`src/rtl/cbnv_defines.svh`:
```
// Constants of the cell-balance and configuration store block
`ifndef CBNV_DEFINES_SVH
`define CBNV_DEFINES_SVH

`define CBNV_I2C_ADDR 7'h10
`define CBNV_REG_BAL_CFG 8'h0A
`define CBNV_REG_KEY 8'h0B
`define CBNV_KEY_RESET 8'h00
`define CBNV_KEY_PROGRAM 8'h41
`define CBNV_KEY_PREREAD 8'h62
`define CBNV_NV_LAST 4'hA
`define CBNV_EN_OFF 2'b00
`define CBNV_EN_ALWAYS 2'b01
`define CBNV_EN_CHARGER 2'b10
`define CBNV_EN_CHARGER_TIMED 2'b11
`define CBNV_EN_LSB 6
`define CBNV_TO_LSB 4
`define CBNV_TH_LSB 0
`define CBNV_CLK_HZ 200000000
`define CBNV_HOUR_S 3600
`define CBNV_LOAD_MS 125
`define CBNV_PERIOD_S 4

`endif

```
`src/rtl/cbnv_pkg.sv`:
```
// Types shared by the cell-balance and configuration store block
`default_nettype none
package cbnv_pkg;
	typedef enum logic [1:0] {BAL_IDLE, BAL_RUN, BAL_DONE} cbnv_bal_state_t;
	typedef enum logic [2:0] {I2C_IDLE, I2C_ADDR, I2C_PTR, I2C_WRITE, I2C_READ} cbnv_i2c_state_t;
	typedef enum logic [1:0] {NV_SCAN, NV_LOAD, NV_COMMIT} cbnv_nv_mode_t;
endpackage : cbnv_pkg
`default_nettype wire

```
`src/rtl/cbnv_nvm_store.sv`:
```
// Non-volatile configuration array with registered read port
`default_nettype none
module cbnv_nvm_store (
	input wire logic clk,
	input wire logic reset,
	input wire logic writeEnable,
	input wire logic [3:0] writeAddr,
	input wire logic [7:0] writeData,
	input wire logic [3:0] readAddr,
	output logic [7:0] readData
);
	// Ten configuration words plus the column parity word
	logic [7:0] cells [0:10];

	// Cleared store is self-consistent: all zero, parity zero
	always_ff @(posedge clk or posedge reset) begin
		if (reset) begin
			for (int i = 0; i <= 10; i++) begin
				cells[i] <= 8'h00;
			end
		end else if (writeEnable && writeAddr <= 4'hA) begin
			cells[writeAddr] <= writeData;
		end
	end

	always_ff @(posedge clk or posedge reset) begin
		if (reset) begin
			readData <= 8'h00;
		end else if (readAddr <= 4'hA) begin
			readData <= cells[readAddr];
		end else begin
			readData <= 8'h00;
		end
	end
endmodule : cbnv_nvm_store
`default_nettype wire

```
`src/rtl/cbnv_top.sv`:
```
// Cell balancing, key-protected configuration store and open-cell check
`include "cbnv_defines.svh"
`default_nettype none
module cbnv_top #(
	parameter logic [63:0] HOUR_CYCLES = 64'(`CBNV_HOUR_S) * 64'(`CBNV_CLK_HZ),
	parameter logic [31:0] LOAD_CYCLES = 32'(`CBNV_LOAD_MS * (`CBNV_CLK_HZ / 1000)),
	parameter logic [31:0] PERIOD_CYCLES = 32'(`CBNV_PERIOD_S * `CBNV_CLK_HZ)
) (
	input wire logic clk,
	input wire logic reset,
	input wire logic serialPortEnablePin,
	input wire logic serialClockLine,
	input wire logic serialDataIn,
	output logic serialDataOut,
	output logic serialDataOe,
	input wire logic commitStrobePin,
	input wire logic chargerDetectPin,
	input wire logic [7:0] cellAtThreshold,
	input wire logic [7:0] cellDiffBelowLimit,
	input wire logic protChargeOk,
	input wire logic protDischargeOk,
	output logic chargeFetDrive,
	output logic dischargeFetDrive,
	output logic [3:0] balanceThresholdCode,
	output logic balanceActive,
	output logic [7:0] balanceCells,
	output logic delayRangeLimited,
	output logic chargeShortExtendAllowed,
	output logic [7:0] openCellLoad,
	output logic [7:0] openCellFault,
	output logic parityFail,
	output logic [71:0] protectionConfig
);
	// Pin synchronisers: stage A is read only by stage B
	logic [20:0] syncA;
	logic [20:0] syncB;
	always_ff @(posedge clk or posedge reset) begin
		if (reset) begin
			syncA <= 21'h00_0000;
			syncB <= 21'h00_0000;
		end else begin
			syncA <= {serialPortEnablePin, serialClockLine, serialDataIn, commitStrobePin,
				chargerDetectPin, cellAtThreshold, cellDiffBelowLimit};
			syncB <= syncA;
		end
	end
	logic portEn, scl, sda, strobe, charger;
	logic [7:0] cellHigh, cellLow;
	assign {portEn, scl, sda, strobe, charger, cellHigh, cellLow} = syncB;

	// Configuration registers 0x01-0x0A, key register 0x0B
	logic [7:0] shadow [0:9];
	logic [7:0] programKey;
	logic wrStrobe;
	logic [7:0] wrAddr, wrData;
	logic loadValid;
	logic [3:0] loadIdx;
	logic [7:0] nvReadData;

	// Serial slave, alive only with the port enable high
	cbnv_pkg::cbnv_i2c_state_t i2cState;
	logic sclQ, sdaQ, masterAck;
	logic [3:0] bitCnt;
	logic [7:0] shiftIn, outShift, pointer, readByte;
	wire sclRise = scl & ~sclQ;
	wire sclFall = ~scl & sclQ;
	wire busStart = scl & sclQ & sdaQ & ~sda;
	wire busStop = scl & sclQ & ~sdaQ & sda;

	always_comb begin
		if (pointer >= 8'h01 && pointer <= `CBNV_REG_BAL_CFG) begin
			readByte = shadow[4'(pointer - 8'h01)];
		end else if (pointer == `CBNV_REG_KEY) begin
			readByte = programKey;
		end else begin
			readByte = 8'h00;
		end
	end

	always_ff @(posedge clk or posedge reset) begin
		if (reset) begin
			sclQ <= 1'b1;
			sdaQ <= 1'b1;
		end else begin
			sclQ <= scl;
			sdaQ <= sda;
		end
	end

	always_ff @(posedge clk or posedge reset) begin
		if (reset) begin
			i2cState <= cbnv_pkg::I2C_IDLE;
			bitCnt <= 4'h0;
			shiftIn <= 8'h00;
			outShift <= 8'h00;
			pointer <= 8'h00;
			masterAck <= 1'b0;
			serialDataOe <= 1'b0;
			wrStrobe <= 1'b0;
			wrAddr <= 8'h00;
			wrData <= 8'h00;
		end else begin
			wrStrobe <= 1'b0;
			if (!portEn) begin
				i2cState <= cbnv_pkg::I2C_IDLE;
				serialDataOe <= 1'b0;
			end else if (busStart) begin
				i2cState <= cbnv_pkg::I2C_ADDR;
				// The start's own clock fall wraps this to zero
				bitCnt <= 4'hF;
				serialDataOe <= 1'b0;
			end else if (busStop) begin
				i2cState <= cbnv_pkg::I2C_IDLE;
				serialDataOe <= 1'b0;
			end else if (i2cState != cbnv_pkg::I2C_IDLE) begin
				if (sclRise && bitCnt < 4'h8) begin
					shiftIn <= {shiftIn[6:0], sda};
				end
				if (sclRise && bitCnt == 4'h8) begin
					masterAck <= ~sda;
				end
				if (sclFall) begin
					if (bitCnt == 4'h7) begin
						bitCnt <= 4'h8;
						case (i2cState)
							cbnv_pkg::I2C_ADDR: serialDataOe <= (shiftIn[7:1] == `CBNV_I2C_ADDR);
							cbnv_pkg::I2C_PTR: begin
								serialDataOe <= 1'b1;
								pointer <= shiftIn;
							end
							cbnv_pkg::I2C_WRITE: begin
								serialDataOe <= 1'b1;
								wrStrobe <= 1'b1;
								wrAddr <= pointer;
								wrData <= shiftIn;
								pointer <= pointer + 8'h01;
							end
							default: serialDataOe <= 1'b0;
						endcase
					end else if (bitCnt == 4'h8) begin
						bitCnt <= 4'h0;
						serialDataOe <= 1'b0;
						case (i2cState)
							cbnv_pkg::I2C_ADDR: begin
								if (shiftIn[7:1] != `CBNV_I2C_ADDR) begin
									i2cState <= cbnv_pkg::I2C_IDLE;
								end else if (shiftIn[0]) begin
									i2cState <= cbnv_pkg::I2C_READ;
									serialDataOe <= ~readByte[7];
									outShift <= {readByte[6:0], 1'b0};
									pointer <= pointer + 8'h01;
								end else begin
									i2cState <= cbnv_pkg::I2C_PTR;
								end
							end
							cbnv_pkg::I2C_PTR: i2cState <= cbnv_pkg::I2C_WRITE;
							cbnv_pkg::I2C_READ: begin
								if (masterAck) begin
									serialDataOe <= ~readByte[7];
									outShift <= {readByte[6:0], 1'b0};
									pointer <= pointer + 8'h01;
								end else begin
									i2cState <= cbnv_pkg::I2C_IDLE;
								end
							end
							default: i2cState <= i2cState;
						endcase
					end else begin
						bitCnt <= bitCnt + 4'h1;
						if (i2cState == cbnv_pkg::I2C_READ) begin
							serialDataOe <= ~outShift[7];
							outShift <= {outShift[6:0], 1'b0};
						end
					end
				end
			end
		end
	end

	// Open drain: the line is only ever pulled low
	always_ff @(posedge clk or posedge reset) begin
		if (reset) begin
			serialDataOut <= 1'b0;
		end else begin
			serialDataOut <= 1'b0;
		end
	end

	always_ff @(posedge clk or posedge reset) begin
		if (reset) begin
			for (int i = 0; i < 10; i++) begin
				shadow[i] <= 8'h00;
			end
		end else if (loadValid) begin
			shadow[loadIdx] <= nvReadData;
		end else if (wrStrobe && wrAddr >= 8'h01 && wrAddr <= `CBNV_REG_BAL_CFG) begin
			shadow[4'(wrAddr - 8'h01)] <= wrData;
		end
	end

	always_ff @(posedge clk or posedge reset) begin
		if (reset) begin
			programKey <= `CBNV_KEY_RESET;
		end else if (wrStrobe && wrAddr == `CBNV_REG_KEY) begin
			programKey <= wrData;
		end
	end

	// Store sequencer: boot load, pre-read, commit, endless parity scan
	cbnv_pkg::cbnv_nv_mode_t nvMode, rdModeQ;
	logic [3:0] nvIndex, rdIndexQ;
	logic [7:0] commitAcc, scanAcc, nvWriteData;
	logic commitPend, prereadPend, strobeQ;
	wire strobeFall = strobeQ & ~strobe;
	wire commitReq = strobeFall && programKey == `CBNV_KEY_PROGRAM;
	wire prereadReq = wrStrobe && wrAddr == `CBNV_REG_KEY && wrData == `CBNV_KEY_PREREAD;
	wire nvWrite = nvMode == cbnv_pkg::NV_COMMIT;
	assign nvWriteData = (nvIndex == `CBNV_NV_LAST) ? commitAcc : shadow[nvIndex];
	assign loadValid = rdModeQ == cbnv_pkg::NV_LOAD && rdIndexQ < `CBNV_NV_LAST;
	assign loadIdx = rdIndexQ;

	always_ff @(posedge clk or posedge reset) begin
		if (reset) begin
			strobeQ <= 1'b0;
			nvMode <= cbnv_pkg::NV_LOAD;
			nvIndex <= 4'h0;
			commitAcc <= 8'h00;
			commitPend <= 1'b0;
			prereadPend <= 1'b0;
		end else begin
			strobeQ <= strobe;
			if (nvIndex == `CBNV_NV_LAST) begin
				nvIndex <= 4'h0;
				// Requests are consumed here; a preread waits behind a commit
				commitPend <= 1'b0;
				prereadPend <= (commitPend || commitReq) && (prereadPend || prereadReq);
				if (commitPend || commitReq) begin
					nvMode <= cbnv_pkg::NV_COMMIT;
				end else if (prereadPend || prereadReq) begin
					nvMode <= cbnv_pkg::NV_LOAD;
				end else begin
					nvMode <= cbnv_pkg::NV_SCAN;
				end
			end else begin
				nvIndex <= nvIndex + 4'h1;
				commitPend <= commitPend | commitReq;
				prereadPend <= prereadPend | prereadReq;
			end
			if (nvWrite) begin
				commitAcc <= (nvIndex == 4'h0) ? shadow[0] : commitAcc ^ nvWriteData;
			end
		end
	end

	cbnv_nvm_store store (
		.clk(clk),
		.reset(reset),
		.writeEnable(nvWrite),
		.writeAddr(nvIndex),
		.writeData(nvWriteData),
		.readAddr(nvIndex),
		.readData(nvReadData)
	);

	always_ff @(posedge clk or posedge reset) begin
		if (reset) begin
			rdModeQ <= cbnv_pkg::NV_SCAN;
			rdIndexQ <= 4'h0;
			scanAcc <= 8'h00;
			parityFail <= 1'b0;
		end else begin
			rdModeQ <= nvMode;
			rdIndexQ <= nvIndex;
			if (nvWrite && nvIndex == `CBNV_NV_LAST) begin
				parityFail <= 1'b0;
			end
			// Half-written words are never judged
			if (rdModeQ != cbnv_pkg::NV_COMMIT) begin
				if (rdIndexQ == 4'h0) begin
					scanAcc <= nvReadData;
				end else if (rdIndexQ < `CBNV_NV_LAST) begin
					scanAcc <= scanAcc ^ nvReadData;
				end else if (nvReadData != scanAcc) begin
					parityFail <= 1'b1;
				end
			end
		end
	end

	always_ff @(posedge clk or posedge reset) begin
		if (reset) begin
			chargeFetDrive <= 1'b0;
			dischargeFetDrive <= 1'b0;
			protectionConfig <= 72'h00_0000_0000_0000_0000;
		end else begin
			chargeFetDrive <= protChargeOk & ~parityFail;
			dischargeFetDrive <= protDischargeOk & ~parityFail;
			protectionConfig <= {shadow[8], shadow[7], shadow[6], shadow[5], shadow[4],
				shadow[3], shadow[2], shadow[1], shadow[0]};
		end
	end

	// Balance control
	wire [7:0] balCfg = shadow[9];
	wire [1:0] enSel = balCfg[`CBNV_EN_LSB +: 2];
	wire [1:0] toSel = balCfg[`CBNV_TO_LSB +: 2];
	cbnv_pkg::cbnv_bal_state_t balState;
	logic [42:0] balTimer;
	wire [63:0] limit64 = HOUR_CYCLES << toSel;
	wire timerDone = balTimer >= limit64[42:0] - 43'h1;
	wire anyHigh = |cellHigh;

	always_ff @(posedge clk or posedge reset) begin
		if (reset) begin
			balState <= cbnv_pkg::BAL_IDLE;
		end else begin
			case (balState)
				cbnv_pkg::BAL_IDLE: begin
					if ((enSel == `CBNV_EN_ALWAYS && anyHigh)
						|| (enSel[1] && charger && anyHigh)) begin
						balState <= cbnv_pkg::BAL_RUN;
					end
				end
				cbnv_pkg::BAL_RUN: begin
					if (enSel == `CBNV_EN_OFF) begin
						balState <= cbnv_pkg::BAL_IDLE;
					end else if (enSel[1] && !charger) begin
						balState <= cbnv_pkg::BAL_IDLE;
					end else if (enSel != `CBNV_EN_CHARGER && timerDone) begin
						balState <= cbnv_pkg::BAL_DONE;
					end
				end
				cbnv_pkg::BAL_DONE: begin
					if (enSel == `CBNV_EN_OFF || enSel == `CBNV_EN_CHARGER) begin
						balState <= cbnv_pkg::BAL_IDLE;
					end else if (enSel == `CBNV_EN_ALWAYS && !anyHigh) begin
						balState <= cbnv_pkg::BAL_IDLE;
					end else if (enSel == `CBNV_EN_CHARGER_TIMED && !charger) begin
						balState <= cbnv_pkg::BAL_IDLE;
					end
				end
				default: balState <= cbnv_pkg::BAL_IDLE;
			endcase
		end
	end

	always_ff @(posedge clk or posedge reset) begin
		if (reset) begin
			balTimer <= 43'h0;
		end else if (balState == cbnv_pkg::BAL_RUN) begin
			balTimer <= balTimer + 43'h1;
		end else begin
			balTimer <= 43'h0;
		end
	end

	always_ff @(posedge clk or posedge reset) begin
		if (reset) begin
			balanceActive <= 1'b0;
			balanceCells <= 8'h00;
			balanceThresholdCode <= 4'h0;
			delayRangeLimited <= 1'b0;
			chargeShortExtendAllowed <= 1'b0;
		end else begin
			balanceActive <= balState == cbnv_pkg::BAL_RUN;
			balanceCells <= (balState == cbnv_pkg::BAL_RUN) ? cellHigh : 8'h00;
			balanceThresholdCode <= balCfg[`CBNV_TH_LSB +: 4];
			delayRangeLimited <= enSel[1];
			chargeShortExtendAllowed <= balState == cbnv_pkg::BAL_RUN;
		end
	end

	// Open-cell check, one cell per period
	logic [31:0] periodCnt;
	logic [2:0] testIdx;
	always_ff @(posedge clk or posedge reset) begin
		if (reset) begin
			periodCnt <= 32'h0000_0000;
			testIdx <= 3'h0;
			openCellLoad <= 8'h00;
			openCellFault <= 8'h00;
		end else begin
			periodCnt <= (periodCnt >= PERIOD_CYCLES - 32'h1) ? 32'h0 : periodCnt + 32'h1;
			if (periodCnt == 32'h0) begin
				openCellLoad <= 8'h01 << testIdx;
			end else if (periodCnt == LOAD_CYCLES) begin
				openCellLoad <= 8'h00;
				openCellFault[testIdx] <= cellLow[testIdx];
				testIdx <= testIdx + 3'h1;
			end
		end
	end
endmodule : cbnv_top
`default_nettype wire

```
`config.mk`:
```
export PLATFORM = sky130hd
export DESIGN_NAME = cbnv_top
export DESIGN_NICKNAME = d
export VERILOG_FILES = /design/src/rtl/cbnv_pkg.sv /design/src/rtl/cbnv_nvm_store.sv /design/src/rtl/cbnv_top.sv
export VERILOG_INCLUDE_DIRS = /design/src /design/src/rtl
export SDC_FILE = /design/constraint.sdc
export NUM_CORES = 1
export LEC_CHECK = 0
export BUFFER_PORTS_ARGS = -buffer_cell sky130_fd_sc_hd__clkbuf_2
export CAP_MARGIN = 20
export CORE_UTILIZATION = 50
export DETAILED_ROUTE_END_ITERATION = 7
export GPL_ROUTABILITY_DRIVEN = 0
export PLACE_DENSITY_LB_ADDON = 0.12
export SETUP_SLACK_MARGIN = 0.1
export SLEW_MARGIN = 20
export SYNTH_ARGS = -nofsm -noshare
export SYNTH_HDL_FRONTEND = slang
export SYNTH_SLANG_ARGS = --single-unit
```
`constraint.sdc`:
```
create_clock -name clk -period 15.6 [get_ports clk]
set_input_delay 0.78 -clock clk [delete_from_list [all_inputs] [get_ports clk]]
set_output_delay 0.78 -clock clk [all_outputs]
set_load 0.01 [all_outputs]
```
# Word level (Yosys, flattened, before mapping)
# Cells that the tools add are included.
dict set report word_totals {
  register_bits 494
  latch_bits 0
  mem_bits_rw 0
  romBits 0
  inputBits 25
  output_inout_bits 108
  word_cells 323
  n_memories 0
}
dict set report classes {
  addsub 9
  n_mul 0
  n_div 0
  magnitude_cmp 18
  n_eq_ne 42
  n_shift 2
  muxes 105
  bitwise 30
  reduce_logical 57
}
# op n
set op_table {}
lappend op_table {{two-way mux 8 bit} 29}
lappend op_table {{bitwise mux 80 bit} 2}
lappend op_table {{two-way mux 80 bit} 2}
lappend op_table {{binary-select mux 8 bit (select 4 bit)} 3}
lappend op_table {{demux 8 bit (select 4 bit)} 3}
lappend op_table {{bitwise mux 88 bit} 1}
lappend op_table {{case mux 8 bit (2 select lines)} 3}
lappend op_table {{adder 43 x 1 -> 43 bit, second input constant} 1}
lappend op_table {{>= comparator 43 bit} 1}
lappend op_table {{two-way mux 43 bit} 1}
lappend op_table {{<< shifter 40 x 2 -> 43 bit, first input constant} 1}
lappend op_table {{subtractor 43 x 1 -> 43 bit, second input constant} 1}
lappend op_table {{adder 32 x 1 -> 32 bit, second input constant} 1}
lappend op_table {{equality test 32 x 25 -> 1 bit, second input constant} 1}
lappend op_table {{>= comparator 32 x 30 -> 1 bit, second input constant} 1}
lappend op_table {{logical NOT 32 bit} 1}
lappend op_table {{two-way mux 32 bit} 1}
lappend op_table {{two-way mux 3 bit} 10}
lappend op_table {{two-way mux 1 bit} 28}
lappend op_table {{two-way mux 4 bit} 7}
lappend op_table {{logical AND 1 bit} 23}
lappend op_table {{AND reduction 11 bit} 2}
lappend op_table {{>= comparator 5 bit, second input constant} 4}
lappend op_table {{NOT 4 -> 5 bit} 4}
lappend op_table {{other kinds (56)} 132}

# Longest topological paths before layout
dict set report depth {
  word_depth 17
  ltp_mapped 13
  ltp_nobuf 12
}

# By module
# From an unflattened synthesis, not the netlist that was laid out.
dict set report unflattened {
  hier_cells 1984
  area_unflattened_um2 22970.8
}
# module n_inst cells_per_inst area_per_inst_um2 seq_area_each_um2
set modules_own_cells {}
lappend modules_own_cells {cbnv_top 1 1690 18616.6 9938.3}
lappend modules_own_cells {cbnv_nvm_store 1 294 4354.2 2402.3}

# Worst setup path before layout
# No wires, ideal clock.
dict set report synth_timing {
  path_kind {register to register}
  start {reg pointer[0]}
  end {reg outShift[7]}
  arrival_time_ns 2.938
  required_time_ns 15.476
  slack_ns 12.539
  path_stages_with_launch 14
  n_path_buf 5
  period_less_slack_ns 3.061
  cell_sequence {dfrtp_1 buf_4 buf_2 clkbuf_1 inv_1 ha_1 buf_2 clkbuf_1 mux4_2 mux2i_1 nor4_1 a211o_2 a21oi_1 o31ai_1}
}
dict set report synth_between {
  elab_chain_len 10
}
# element line
set synth_lines {}
lappend synth_lines {{start: declaration} cbnv_top.sv:64} ;# logic [7:0] shiftIn, outShift, pointer, readByte;
lappend synth_lines {{start signal: assignment} cbnv_top.sv:129} ;# pointer <= shiftIn;
lappend synth_lines {{start signal: assignment} cbnv_top.sv:136} ;# pointer <= pointer + 8'h01;
lappend synth_lines {{start signal: assignment} cbnv_top.sv:151} ;# pointer <= pointer + 8'h01;
lappend synth_lines {{subtractor 4 x 1 -> 4 bit} cbnv_top.sv:72} ;# readByte = shadow[4'(pointer - 8'h01)];
lappend synth_lines {{NOT 4 -> 5 bit (not written as such)} cbnv_top.sv:72}
lappend synth_lines {{binary-select mux 8 bit (select 4 bit)} cbnv_top.sv:72}
lappend synth_lines {{two-way mux 8 bit (not written as such) (2 in a row)} cbnv_top.sv:72}
lappend synth_lines {{two-way mux 8 bit (*)} cbnv_top.sv:71} ;# if (pointer >= 8'h01 && pointer <= `CBNV_REG_BAL_CFG) begin
lappend synth_lines {{two-way mux 8 bit} cbnv_top.sv:147} ;# end else if (shiftIn[0]) begin
lappend synth_lines {{two-way mux 8 bit} cbnv_top.sv:145} ;# if (shiftIn[7:1] != `CBNV_I2C_ADDR) begin
lappend synth_lines {{case mux 8 bit (2 select lines) (*)} cbnv_top.sv:143} ;# case (i2cState)
lappend synth_lines {{two-way mux 8 bit (*)} cbnv_top.sv:140} ;# end else if (bitCnt == 4'h8) begin
lappend synth_lines {{end signal: assignment} cbnv_top.sv:150} ;# outShift <= {readByte[6:0], 1'b0};
lappend synth_lines {{end signal: assignment} cbnv_top.sv:160} ;# outShift <= {readByte[6:0], 1'b0};
lappend synth_lines {{end signal: assignment} cbnv_top.sv:172} ;# outShift <= {outShift[6:0], 1'b0};
lappend synth_lines {{end: declaration} cbnv_top.sv:64}
# Mark *: on every way between the ends. The rest lies on a longest branch, timed or not. The select of a mux whose other input is x is not followed.
# A chain may end at the register's enable or synchronous reset.

# Final worst setup path
dict set report layout_timing {
  start {reg pointer[0]}
  end {reg outShift[6]}
}
# The elaborated chain is that of the path after synthesis.

==> results.cfg <==
[layout]
nets = 2212
final_core_util_pct = 57.4
layout-drive-gt1-share_pct = 19.0
layoutNonFillerInstCount = 2777
design_area_um2 = 26000
diodes = 0
area_delta_synth_final_pct = 13.0

[logic_synthesis]
synth-seq-cells = 493
ys_seq_area_share_pct = 53.6
ys.flop_type = dfrtp_1
yosysWarnings = 0
avgSynthCellArea_um2 = 11.3
netlist_instances = 2031
synth_top_area_cell = dfrtp_1
synth_edf_count = 0
ys_types = 102
yosysTopAreaCellShare_pct = 53.2
ys_async_sr_fraction_pct = 100
syn_area_um2 = 23000
synth_area_leaders = dfrtp_1, mux4_2, nand2_1

[timing]
min_period_ns = 3.63
worst_slew_pin_slew_ns = 1.03
drv_slew = 0
max-slew-margin-rel_pct = 30.6
fin_tns_setup_ns = 0
hold_viol_final = 0
fmax_ghz = 0.275
rsz0062_at_grt = false
finalCritPeriodShare_pct = 23.3
setup_slack_ns = 11.97
setup_violations = 0
finClkSkew_ns = 0.0187

[floorplan]
pin_count = 133
die-area_um2 = 46900
dieWidth_um = 217
initial_utilization_pct = 50.8
coreArea_um2 = 45400
rows = 78
die_y_um = 217

[global_route]
grt_max_degree = 139
grt_pass1_wl_mm = 97.0
grt_pass1_vias = 16400
grt_use_total_pct = 26.7
antenna_found_initial = 1
grt-ovfl-total = 0

[clocking]
hold_buffers = 0
numCtsBuffers = 52
cts_buffer_depth = 3
cts_resized = 0
cts_sinks = 493
cts_tree = yes
path_clk_slew_ns = 0.07
root_buffer = clkbuf_16
clock_latency_ns = 0.60
cts_setup_buffers = 0
htreeDepth = 2

[power]
ir_worst_vdd_uv = 81.1
powerDensity_nw_per_um2 = 106
leakagePower_nw = 12.2

[route]
finalWirelength_mm = 61.6
drtAntennaViolNets = 0
num_vias = 16900
vias_per_cell = 6.10
wire_per_inst_um = 22.2
drt_iter0_drc = 2002
firstDrtPassIters = 8
drcViolationCount = 7

[placement]
detailed_place_hpwl_mm = 41.5
place_area_um2 = 24100
dp_slack_ns = 11.92
port_buffers = 131
dp_cells = 2681

[run_status]
outcome = finished with violations
violations = DRC

[critical_path]
start_kind = register
slowest_delay_ns = 0.98
cpMaxStageDelayCell = dfrtp_2
cp.required_ns = 16.06
critical_path_class = register to register
cp-end-kind = register
worstPathArrival_ns = 4.09
cp_max_fo = 35
cp_cell_sequence = inv_1 > ha_1 > mux4_2 > mux2i_1 > nor4_1 > a211o_1 > a21oi_1 > o31ai_1

[hold_path]
hp-class = input pin to register

[run]
maxCapViolations = 0
[through the flow]
step,hold WS [ns],power (W)
after CTS,0.254,0.00279
after global placement,0.332,0.00138
after global routing,0.260,0.00285
after detailed placement,0.335,0.00138
final,0.281,0.00276
after floorplan,0.331,0.00136
[worst max-delay path, delay by kind of cell (launching register included)]
family	cells	cell delay, ns
DFF	1	0.98
muxes	2	0.68
and+or+nand+nor	1	0.10
adders and majority gates	1	0.97
AOI/OAI and AO/OA	3	0.55
buffers and inverters	1	0.20
[final timing paths]
path	to	startpoint	slack, ns	cells past startpoint
setup / recovery	outShift[6]	pointer[0]	11.97	8
hold / removal	syncA[19]	serialClockLine	0.28	1
setup reg to reg	outShift[6]	pointer[0]	11.97	8
hold reg to reg	syncB[18]	syncA[18]	0.34	0
max in group asynchronous	periodCnt[9]	reset	12.99	4
min in group asynchronous	protectionConfig[30]	reset	0.41	2
[power by group]
part / switching (W) / total [W] / internal [W]
registers: 0.00000824 / 0.00130 / 0.00129
logic: 0.0000427 / 0.0000561 / 0.0000134
clock network: 0.000531 / 0.00141 / 0.000880
total: 0.000581 / 0.00276 / 0.00218
[flip-flops by register name (all words and copies together) (netlist names), 7 cells and up]
register and count:
openCellFault 8, balCfg 8, wrData 8, protectionConfig 72, store.cells 88, syncB 21
periodCnt 32, shiftIn 8, outShift 7, shadow 72, openCellLoad 8, programKey 8
syncA 21, balanceCells 8, wrAddr 8, balTimer 43, pointer 8, scanAcc 8
commitAcc 8, store.readData 8
[cells in the mapped netlist (27+ instances only)]
cell and n:
a21oi_1 56, a221o_1 41, a222oi_1 29, and3_1 27, clkbuf_1 53, dfrtp_1 490, ha_1 52, inv_1 61
mux2_2 49, mux2i_1 31, mux4_2 50, nand2_1 250, nand3_1 51, nor2_1 194, o21ai_0 43, o31ai_1 72
xnor2_1 33, xor2_1 47
[placed cells by master (no fill, tap or decap), drive strengths merged, types with 10 or more instances in the layout]
cell / netlist / layout
a211oi: 11 / 11
a21oi: 67 / 67
a221o: 41 / 41
a222oi: 29 / 29
a22oi: 20 / 20
a2bb2oi: 10 / 10
a31oi: 11 / 11
and2: 30 / 30
and3: 27 / 27
and4: 12 / 12
buf: 47 / 19
bufinv: 0 / 13
clkbuf: 56 / 198
clkinv: 0 / 11
dfrtp: 490 / 490
ha: 52 / 52
inv: 61 / 63
mux2: 52 / 52
mux2i: 31 / 31
mux4: 50 / 50
nand2: 252 / 252
nand2b: 12 / 12
nand3: 52 / 52
nand4: 24 / 24
nor2: 206 / 206
nor2b: 13 / 13
nor3: 29 / 29
nor4: 29 / 29
o211ai: 14 / 14
o21ai: 45 / 45
o22ai: 12 / 12
o31ai: 73 / 73
or3: 15 / 15
xnor2: 33 / 33
xor2: 48 / 48
[cell families (layout without fill, tap and decap cells)]
kind of cell	Yosys count	in the layout	synth area share [%]
multiplexers	133	133	8.78
flip-flops	493	493	53.6
adder cells (fa/ha/maj)	52	52	2.82
XOR/XNOR	81	81	3.11
other	1	4	0.0163
AND/OR/NAND/NOR	729	729	15.4
AO/OA/AOI/OAI	378	378	12.9
buffers and inverters	164	307	3.42
[metal layers]
| metal | GRT usage [%] | up-vias | routed length (µm) |
|---|---|---|---|
| li1 | - | 7593 | - |
| met1 | 39.2 | 8501 | 27400 |
| met2 | 39.6 | 709 | 27500 |
| met3 | 5.36 | 140 | 4870 |
| met4 | 8.59 | 0 | 1880 |
| met5 | 0 | - | 0 |
[layout make-up]
| cell class | instances | area (µm²) |
|---|---|---|
| repair buffers | 150 | 802 |
| clock inverters | 29 | 492 |
| inverters | 61 | 236 |
| well taps | 600 | 751 |
| multi-input cells | 1377 | 9940 |
| clock buffers | 67 | 1470 |
| flip-flops and latches | 493 | 12300 |
| fillers | 3840 | 19300 |
No activity file was read; power rests on OpenSTA's default activity.
